[src/logic/pcst_pkg.sv]
// Purpose: Shared constants and types for the processor state block.
// Assumes: One clock, synchronous active-high reset.
// Notes: Widths are fixed; no register bus offsets are needed.
package pcst_pkg;
   localparam int PC_W = 64;
   localparam int DATA_W = 64;
   localparam int REG_W = 5;
   localparam logic [63:0] PC_RESET = 64'h0000_0000_0000_0000;
   localparam logic [63:0] PC_STEP_16 = 64'h0000_0000_0000_0002;
   localparam logic [63:0] PC_STEP_32 = 64'h0000_0000_0000_0004;
   localparam logic ORDER_LITTLE = 1'h0;
   localparam logic ORDER_BIG = 1'h1;
   localparam logic ISA_STD32 = 1'h0;
   localparam logic ISA_COMP16 = 1'h1;

   typedef enum logic [2:0] {
      BR_IDLE = 3'b001,
      BR_PENDING = 3'b010,
      BR_SLOT = 3'b100
   } pcst_br_state_t;
endpackage : pcst_pkg

[src/logic/pcst_link_flag.sv]
// Purpose: Link reservation flag for linked load and conditional store.
// Assumes: Event inputs are one-cycle pulses in an instruction slot.
// Notes: A set in the same slot as a clearing event wins.
`timescale 1ns/1ps
`default_nettype none
module pcst_link_flag (
   input wire logic clk,
   input wire logic rst,
   input wire logic linked_load,
   input wire logic cond_store,
   input wire logic atomic_break,
   input wire logic exc_return,
   output logic flag,
   output logic store_ok
);
   logic flag_r;
   logic flag_nxt;

   always_comb begin
      flag_nxt = flag_r;
      if (atomic_break || exc_return || cond_store) begin
         flag_nxt = 1'b0;
      end
      if (linked_load) begin
         flag_nxt = 1'b1;
      end
   end

   always_ff @(posedge clk) begin
      if (rst) begin
         flag_r <= 1'b0;
      end else begin
         flag_r <= flag_nxt;
      end
   end

   assign flag = flag_r;
   assign store_ok = cond_store & flag_r;
endmodule : pcst_link_flag
`default_nettype wire

[src/logic/pcst_pc_next.sv]
// Purpose: Next program counter computation.
// Assumes: Redirect has priority over explicit write and increment.
// Notes: Purely combinational.
`timescale 1ns/1ps
`default_nettype none
module pcst_pc_next (
   input wire logic [63:0] pc,
   input wire logic isa_select,
   input wire logic redirect,
   input wire logic [63:0] redirect_pc,
   input wire logic pc_write,
   input wire logic [63:0] pc_write_val,
   output logic [63:0] pc_nxt
);
   function automatic logic [63:0] step(input logic isa);
      step = (isa == pcst_pkg::ISA_COMP16) ? pcst_pkg::PC_STEP_16
                                           : pcst_pkg::PC_STEP_32;
   endfunction : step

   always_comb begin
      if (redirect) begin
         pc_nxt = redirect_pc;
      end else if (pc_write) begin
         pc_nxt = pc_write_val;
      end else begin
         pc_nxt = pc + step(isa_select);
      end
   end
endmodule : pcst_pc_next
`default_nettype wire

[src/logic/pcst_core_state.sv]
// Purpose: Load/store byte order, link reservation, slot sequencing and PC.
// Assumes: INSN_ADV marks the end of one instruction slot.
// Notes: Slot effects land together when INSN_ADV is high; ATOMIC_BREAK and EXC_SAVE act in any cycle.
`timescale 1ns/1ps
`default_nettype none
module pcst_core_state (
   input wire logic CORE_CLK,
   input wire logic RST,
   input wire logic MEM_ORDER_STRAP,
   input wire logic USER_ORDER_FLIP_BIT,
   input wire logic USER_MODE,
   input wire logic ISA_SELECT,
   input wire logic INSN_ADV,
   input wire logic LINKED_LOAD,
   input wire logic COND_STORE,
   input wire logic ATOMIC_BREAK,
   input wire logic EXC_RETURN,
   input wire logic BRANCH_TAKEN,
   input wire logic [63:0] BRANCH_TARGET,
   input wire logic PC_WRITE,
   input wire logic [63:0] PC_WRITE_VAL,
   input wire logic LINK_SAVE,
   input wire logic EXC_SAVE,
   input wire logic RES_WR,
   input wire logic RES_DELAYED,
   input wire logic [4:0] RES_REG,
   input wire logic [63:0] RES_DATA,
   output logic [63:0] FETCH_PC,
   output logic EFFECTIVE_LOAD_STORE_ORDER,
   output logic MEMORY_BYTE_ORDER,
   output logic USER_ORDER_FLIP,
   output logic LINK_RESERVATION_FLAG,
   output logic COND_STORE_OK,
   output logic GPR_WR,
   output logic [4:0] GPR_WR_REG,
   output logic [63:0] GPR_WR_DATA,
   output logic EXC_PC_WR,
   output logic [63:0] EXC_PC_DATA
);
   logic [63:0] pc_r;
   logic [63:0] pc_nxt;
   logic [63:0] target_r;
   pcst_pkg::pcst_br_state_t br_r;
   logic mem_order_r;
   logic strap_taken_r;
   logic flip_r;
   logic eff_r;
   logic flag;
   logic store_ok;
   logic ok_r;
   logic flag_r;
   logic dly_wr_r;
   logic [4:0] dly_reg_r;
   logic [63:0] dly_data_r;
   logic gpr_wr_r;
   logic [4:0] gpr_reg_r;
   logic [63:0] gpr_data_r;
   logic exc_wr_r;
   logic [63:0] exc_data_r;
   logic redirect;
   logic [63:0] restart;
   localparam logic [4:0] LINK_REG = 5'h1f;
   pcst_pkg::pcst_br_state_t br_nxt;
   logic [63:0] target_nxt;
   logic mem_order_nxt;
   logic strap_taken_nxt;
   logic flip_nxt;
   logic eff_nxt;
   logic ok_nxt;
   logic flag_nxt;
   logic dly_wr_nxt;
   logic [4:0] dly_reg_nxt;
   logic [63:0] dly_data_nxt;
   logic gpr_wr_nxt;
   logic [4:0] gpr_reg_nxt;
   logic [63:0] gpr_data_nxt;
   logic exc_wr_nxt;
   logic [63:0] exc_data_nxt;
   logic slot_set;
   logic slot_clear;

   function automatic logic [63:0] restart_word(input logic [63:0] pc,
                                                input logic isa);
      restart_word = {pc[63:1], isa};
   endfunction : restart_word

   function automatic logic order_flip(input logic rev_bit,
                                       input logic user);
      order_flip = rev_bit & user;
   endfunction : order_flip

   // A link jump restarts past itself and its delay slot.
   function automatic logic [63:0] link_restart(input logic [63:0] pc,
                                                input logic isa);
      logic [63:0] step;
      step = (isa == pcst_pkg::ISA_COMP16) ? pcst_pkg::PC_STEP_16
                                           : pcst_pkg::PC_STEP_32;
      link_restart = restart_word(pc + step + step, isa);
   endfunction : link_restart

   // Memory order is caught once, in the first clocked cycle after reset.
   always_comb begin
      mem_order_nxt = mem_order_r;
      strap_taken_nxt = 1'b1;
      if (!strap_taken_r) begin
         mem_order_nxt = MEM_ORDER_STRAP;
      end
   end

   always_ff @(posedge CORE_CLK) begin
      if (RST) begin
         mem_order_r <= pcst_pkg::ORDER_LITTLE;
      end else begin
         mem_order_r <= mem_order_nxt;
      end
   end

   always_ff @(posedge CORE_CLK) begin
      if (RST) begin
         strap_taken_r <= 1'b0;
      end else begin
         strap_taken_r <= strap_taken_nxt;
      end
   end

   // Until the strap is caught, the live strap stands in for it.
   always_comb begin
      flip_nxt = order_flip(USER_ORDER_FLIP_BIT, USER_MODE);
      if (strap_taken_r) begin
         eff_nxt = mem_order_r ^ flip_nxt;
      end else begin
         eff_nxt = MEM_ORDER_STRAP ^ flip_nxt;
      end
   end

   always_ff @(posedge CORE_CLK) begin
      if (RST) begin
         flip_r <= 1'b0;
      end else begin
         flip_r <= flip_nxt;
      end
   end

   always_ff @(posedge CORE_CLK) begin
      if (RST) begin
         eff_r <= pcst_pkg::ORDER_LITTLE;
      end else begin
         eff_r <= eff_nxt;
      end
   end

   assign slot_set = LINKED_LOAD & INSN_ADV;
   assign slot_clear = ATOMIC_BREAK | (INSN_ADV & (EXC_RETURN | COND_STORE));

   pcst_link_flag u_link (
      .clk(CORE_CLK),
      .rst(RST),
      .linked_load(slot_set),
      .cond_store(COND_STORE & INSN_ADV),
      .atomic_break(ATOMIC_BREAK),
      .exc_return(EXC_RETURN & INSN_ADV),
      .flag(flag),
      .store_ok(store_ok)
   );

   // The visible flag mirrors the flag inside the reservation block.
   always_comb begin
      ok_nxt = store_ok;
      flag_nxt = flag;
      if (slot_clear) begin
         flag_nxt = 1'b0;
      end
      if (slot_set) begin
         flag_nxt = 1'b1;
      end
   end

   always_ff @(posedge CORE_CLK) begin
      if (RST) begin
         ok_r <= 1'b0;
         flag_r <= 1'b0;
      end else begin
         ok_r <= ok_nxt;
         flag_r <= flag_nxt;
      end
   end

   // Branch: taken in slot I, redirect applied at end of slot I+1.
   always_comb begin
      br_nxt = br_r;
      target_nxt = target_r;
      if (INSN_ADV) begin
         case (br_r)
            pcst_pkg::BR_IDLE: begin
               if (BRANCH_TAKEN) begin
                  br_nxt = pcst_pkg::BR_SLOT;
                  target_nxt = BRANCH_TARGET;
               end
            end
            pcst_pkg::BR_SLOT: begin
               br_nxt = pcst_pkg::BR_IDLE;
            end
            default: begin
               br_nxt = pcst_pkg::BR_IDLE;
            end
         endcase
      end
   end

   always_ff @(posedge CORE_CLK) begin
      if (RST) begin
         br_r <= pcst_pkg::BR_IDLE;
         target_r <= pcst_pkg::PC_RESET;
      end else begin
         br_r <= br_nxt;
         target_r <= target_nxt;
      end
   end

   assign redirect = (br_r == pcst_pkg::BR_SLOT);

   pcst_pc_next u_next (
      .pc(pc_r),
      .isa_select(ISA_SELECT),
      .redirect(redirect),
      .redirect_pc(target_r),
      .pc_write(PC_WRITE),
      .pc_write_val(PC_WRITE_VAL),
      .pc_nxt(pc_nxt)
   );

   always_ff @(posedge CORE_CLK) begin
      if (RST) begin
         pc_r <= pcst_pkg::PC_RESET;
      end else if (INSN_ADV) begin
         pc_r <= pc_nxt;
      end
   end

   assign restart = link_restart(pc_r, ISA_SELECT);

   // Delayed results are held one slot and merged with the next slot.
   always_comb begin
      dly_wr_nxt = dly_wr_r;
      dly_reg_nxt = dly_reg_r;
      dly_data_nxt = dly_data_r;
      if (INSN_ADV) begin
         dly_wr_nxt = RES_WR & RES_DELAYED;
         dly_reg_nxt = RES_REG;
         dly_data_nxt = RES_DATA;
      end
   end

   always_ff @(posedge CORE_CLK) begin
      if (RST) begin
         dly_wr_r <= 1'b0;
      end else begin
         dly_wr_r <= dly_wr_nxt;
      end
   end

   always_ff @(posedge CORE_CLK) begin
      if (RST) begin
         dly_reg_r <= 5'h00;
         dly_data_r <= 64'h0;
      end else begin
         dly_reg_r <= dly_reg_nxt;
         dly_data_r <= dly_data_nxt;
      end
   end

   // One write per slot: link, then immediate, then a delayed result.
   // A delayed result that meets another write in its slot is lost.
   always_comb begin
      gpr_wr_nxt = 1'b0;
      gpr_reg_nxt = gpr_reg_r;
      gpr_data_nxt = gpr_data_r;
      if (INSN_ADV) begin
         if (LINK_SAVE) begin
            gpr_wr_nxt = 1'b1;
            gpr_reg_nxt = LINK_REG;
            gpr_data_nxt = restart;
         end else if (RES_WR && !RES_DELAYED) begin
            gpr_wr_nxt = 1'b1;
            gpr_reg_nxt = RES_REG;
            gpr_data_nxt = RES_DATA;
         end else if (dly_wr_r) begin
            gpr_wr_nxt = 1'b1;
            gpr_reg_nxt = dly_reg_r;
            gpr_data_nxt = dly_data_r;
         end
      end
   end

   always_ff @(posedge CORE_CLK) begin
      if (RST) begin
         gpr_wr_r <= 1'b0;
      end else begin
         gpr_wr_r <= gpr_wr_nxt;
      end
   end

   always_ff @(posedge CORE_CLK) begin
      if (RST) begin
         gpr_reg_r <= 5'h00;
         gpr_data_r <= 64'h0;
      end else begin
         gpr_reg_r <= gpr_reg_nxt;
         gpr_data_r <= gpr_data_nxt;
      end
   end

   always_comb begin
      exc_wr_nxt = EXC_SAVE;
      exc_data_nxt = exc_data_r;
      if (EXC_SAVE) begin
         exc_data_nxt = restart_word(pc_r, ISA_SELECT);
      end
   end

   always_ff @(posedge CORE_CLK) begin
      if (RST) begin
         exc_wr_r <= 1'b0;
         exc_data_r <= 64'h0;
      end else begin
         exc_wr_r <= exc_wr_nxt;
         exc_data_r <= exc_data_nxt;
      end
   end

   assign FETCH_PC = pc_r;
   assign EFFECTIVE_LOAD_STORE_ORDER = eff_r;
   assign MEMORY_BYTE_ORDER = mem_order_r;
   assign USER_ORDER_FLIP = flip_r;
   assign LINK_RESERVATION_FLAG = flag_r;
   assign COND_STORE_OK = ok_r;
   assign GPR_WR = gpr_wr_r;
   assign GPR_WR_REG = gpr_reg_r;
   assign GPR_WR_DATA = gpr_data_r;
   assign EXC_PC_WR = exc_wr_r;
   assign EXC_PC_DATA = exc_data_r;
endmodule : pcst_core_state
`default_nettype wire

[config.mk]
export PLATFORM = sky130hd
export DESIGN_NAME = pcst_core_state
export DESIGN_NICKNAME = d
export VERILOG_FILES = /design/src/logic/pcst_pkg.sv /design/src/logic/pcst_link_flag.sv /design/src/logic/pcst_pc_next.sv /design/src/logic/pcst_core_state.sv
export SDC_FILE = /design/constraint.sdc
export NUM_CORES = 1
export LEC_CHECK = 0
export BUFFER_PORTS_ARGS = -buffer_cell sky130_fd_sc_hd__buf_2
export CORE_MARGIN = 5
export CORE_UTILIZATION = 49
export CTS_CLUSTER_DIAMETER = 100
export CTS_CLUSTER_SIZE = 24
export DETAILED_ROUTE_END_ITERATION = 10
export PLACE_DENSITY = 0.77
export SLEW_MARGIN = 20
export SYNTH_ARGS = -nofsm -noshare
export SYNTH_HDL_FRONTEND = slang
export SYNTH_SLANG_ARGS = --single-unit
[constraint.sdc]
create_clock -name CORE_CLK -period 4.5 [get_ports CORE_CLK]
set_clock_uncertainty 0.15 [all_clocks]
set_input_delay 0.675 -clock CORE_CLK [delete_from_list [all_inputs] [get_ports CORE_CLK]]
set_output_delay 0.675 -clock CORE_CLK [all_outputs]
set_load 0.02 [all_outputs]
==> impl_metrics.tcl <==
set metrics [dict create \
    outcome "finished clean" \
    core-area_um2 35400 \
    start_util_pct 49.4 \
    drive_gt1_share_pct 23.8 \
    timing.fmax_mhz 233 \
    grt.met1_usage_pct 43.3 \
    synthDistinctLibCells 77 \
    yosys-top-cells-count "dfxtp_1 (342), nand2_1 (341), nor2_1 (294)" \
    cp_max_fo 6 \
    seq_area_frac_synth_pct 39.2 \
    antenna_found_initial 9 \
    r2r_end "GPR_WR_DATA[54]$_SDFFE_PP0P_" \
    hold_end "target_r[6]$_SDFFE_PP0P_" \
    p_int_mw 4.53 \
    syn-cell-area_um2 17500 \
    drv_slew 0 \
    crit_path_cell_trace "ha_1, inv_1, fa_1, and4b_1, nand3_1, buf_4, nor2_1, buf_4, nand4_1, xnor2_1, buf_4, and4_1, nand4_2, nor3_1, xor2_1, a211oi_1" \
    leakage_nw 9.06 \
    post-synth-top-count-cell "dfxtp_1" \
    switchingPower_mw 2.01 \
    yosysTopAreaCell "dfxtp_1" \
    grt_pass1_vias 16700 \
    grt_max_degree 182 \
    power_density_nw_per_um2 309 \
    crit_top_cell "buf_4" \
    r2r_setup_slack_ns 0.21 \
    dp_slack_ns -0.128 \
    drc_errors 0 \
    hpwl_um 48100 \
    root_buffer "clkbuf_16" \
    finalHoldViolCount 0 \
    final_cells 3061 \
    clk_latency_ns 0.54 \
    r2r_start "FETCH_PC[1]$_SDFFE_PP0P_" \
    met3_usage_pct 6.55 \
    cp_slowest_cell "fa_1" \
    clockBufferDepth 3 \
    synth-edff-count 0 \
    clk_pin_slew_worst_paths_ns 0.11 \
    clkSinkCount 342 \
    ir_drop_v 0.000358 \
    async_reset_ff_share_pct 0 \
    synthFlopType "dfxtp_1" \
    slew_headroom_pct 33.1 \
    tritoncts "yes" \
    avgSynthCellArea_um2 7.96 \
    power_frac_seq_pct 51.4 \
    whs_path_depth 3 \
    numPortBuffers 417 \
    arrival_ns 4.52 \
    critical_path_required_ns 4.73 \
    fin_area_um2 21100 \
    setup_slack_ns 0.213 \
    die_x_um 199 \
    yosys_warnings 0 \
    reg2reg_depth 16 \
    nNetsFinal 2809 \
    crit_type "flip-flop to flip-flop" \
    syn_nets 2415 \
    dieArea_um2 39500 \
    period_minus_slack_ns 4.29 \
    critPathLaunchType "flip-flop" \
    grt_pass1_wl_um 97000 \
    gpl.final_weighted_congestion 0.977 \
    cts_hold_buf 0 \
    finalWirelength_um 63900 \
    netlist.area_leader.share_pct 39.2 \
    slowest_delay_ns 0.45 \
    met2_usage_pct 48.0 \
    top_usage_layer "met2" \
    dr.pass1.iters 6 \
    io_pins 418 \
    rsz0062_at_grt "true" \
    combPwrFrac_pct 20.1 \
    drtAntennaViolNets 0 \
    wire_per_inst_um 20.9 \
    grt_usage_pct 30.6 \
    die_h_um 199 \
    vias 17700 \
    placed_area_um2 20600 \
    synthCells 2196 \
    ys_seq_elements 342 \
    crit_family "simple AND/OR/NAND/NOR gates" \
    htreeDepth 1 \
    setup_viol 0 \
    synthTopCellsByArea "dfxtp_1 (39%), mux2i_1 (11%), nand2_1 (7.3%)" \
    placed_cells_incl_taps 3030 \
    min-delay-start "BRANCH_TARGET[6]" \
    cp_num_buf_inv 4 \
    cap_violations 0 \
    syn_to_final_growth_pct 20.9 \
    p_sw_share_pct 30.7 \
    via_per_inst 5.77 \
    first_iter_violations 1437 \
    p_clk_share_pct 28.5 \
    end_kind "flip-flop" \
    grt.overflow.total 0 \
    period_share_pct 95.3 \
    rows 69 \
    cts_made_buffers 18 \
    tightest_slew_ns 1.00 \
    min_path_type "input port to flip-flop" \
    finalPower_mw 6.53 \
]
## cell families after synthesis
| group | synth area share (%) |
|---|---|
| buf+inv | 4.58 |
| mux | 10.8 |
| fa+ha+maj | 0.401 |
| compound gates | 15.9 |
| simple gates | 24.0 |
| xor+xnor | 5.12 |
| flops | 39.2 |
## worst max-delay path by stage
| stage | to | slack, ns | from | depth (start not counted) |
|---|---|---|---|---|
| 6_report | GPR_WR_DATA[54]$_SDFFE_PP0P_ | 0.21 | FETCH_PC[1]$_SDFFE_PP0P_ | 16 |
| 5_1_grt | GPR_WR_DATA[59]$_SDFFE_PP0P_ | -0.02 | FETCH_PC[1]$_SDFFE_PP0P_ | 14 |
| 4_1_cts | GPR_WR_DATA[62]$_SDFFE_PP0P_ | 0.18 | FETCH_PC[1]$_SDFFE_PP0P_ | 16 |
| 3_5_place_dp | GPR_WR_DATA[62]$_SDFFE_PP0P_ | -0.13 | ISA_SELECT | 17 |
| 3_3_place_gp | GPR_WR_DATA[62]$_SDFFE_PP0P_ | -0.04 | ISA_SELECT | 15 |
| 2_1_floorplan | GPR_WR_DATA[62]$_SDFFE_PP0P_ | 0.0002 | ISA_SELECT | 13 |
## metrics by stage
step	setup TNS (ns)	hold slack (ns)	utilization, %
after floorplan	0	0.283	-
after global placement	-0.0764	0.291	58.1
after detailed placement	-0.848	0.297	58.1
after CTS	0	0.201	59.6
after global routing	-0.0581	0.205	59.7
final	0	0.211	59.7
## power by group through the flow
| stage | registers (mW) | logic [mW] | clock network [mW] |
|---|---|---|---|
| floorplan | 3.51 | 0.667 | 0 |
| global placement | 3.42 | 1.28 | 0 |
| detailed placement | 3.43 | 1.30 | 0 |
| CTS | 3.36 | 1.30 | 1.89 |
| global route | 3.38 | 1.42 | 2.00 |
| finish | 3.36 | 1.31 | 1.86 |
## layer usage
metal  vias up  share of wire [%]
li1       8473                  -
met1      8326                 44
met2       771                 45
met3        88                9.2
met4        10                2.4
met5         -              0.092
## worst min-delay path: cells and delay by family
kind	cells	cell delay [ns]
AND/OR/NAND/NOR	1	0.05
AO/OA/AOI/OAI	1	0.05
buffers and inverters	1	0.10
## timing repair
action | in CTS | in global routing
endpoints found under the hold margin | 0 | 0
setup endpoints to repair | 0 | 22
setup buffers | 0 | 1
gates resized for setup | 0 | 6
## cell type report
| cell class | instances | area [um2] |
|---|---|---|
| Fill cell | 3248 | 14300 |
| Multi-Input combinational cell | 1647 | 9870 |
| Sequential cell | 342 | 6850 |
| Timing Repair Buffer | 556 | 3190 |
| Tap cell | 461 | 577 |
| Clock buffer | 19 | 475 |
| Inverter | 25 | 95.1 |
| Clock inverter | 3 | 47.5 |
| Antenna cell | 8 | 20.0 |
## registers in the layout, summed over array words and instances, names as in the netlist, 2 cells and up
signal / flops
EXC_PC_DATA: 64
FETCH_PC: 64
GPR_WR_DATA: 64
GPR_WR_REG: 5
br_r: 2
dly_data_r: 64
dly_reg_r: 5
target_r: 64
## layout by cell type, fill, tap and decap left out, drive strengths merged, types with 4 or more instances in the layout
cell type | Yosys | final
o221ai | 4 | 4
xor2 | 39 | 39
ha | 4 | 4
o21ai | 99 | 99
o211a | 4 | 4
xnor2 | 61 | 61
a311oi | 12 | 12
mux2i | 189 | 189
nand2 | 341 | 341
and4 | 18 | 18
or3 | 7 | 7
inv | 23 | 24
o31ai | 6 | 6
o211ai | 59 | 59
and3 | 17 | 17
nor2b | 6 | 6
a31oi | 7 | 7
nor4 | 18 | 18
or2 | 4 | 4
a211oi | 37 | 37
nor4b | 6 | 6
buf | 46 | 555
nor3 | 57 | 57
nand4 | 31 | 31
clkbuf | 136 | 20
o22ai | 24 | 24
a21oi | 154 | 154
and2 | 12 | 12
dfxtp | 342 | 342
nand3 | 50 | 50
a221oi | 9 | 9
or4 | 12 | 12
nand2b | 14 | 14
nand3b | 6 | 6
o31a | 5 | 5
nor2 | 294 | 294
diode | 0 | 8
Note: power is estimated with default switching activity, not from simulation.
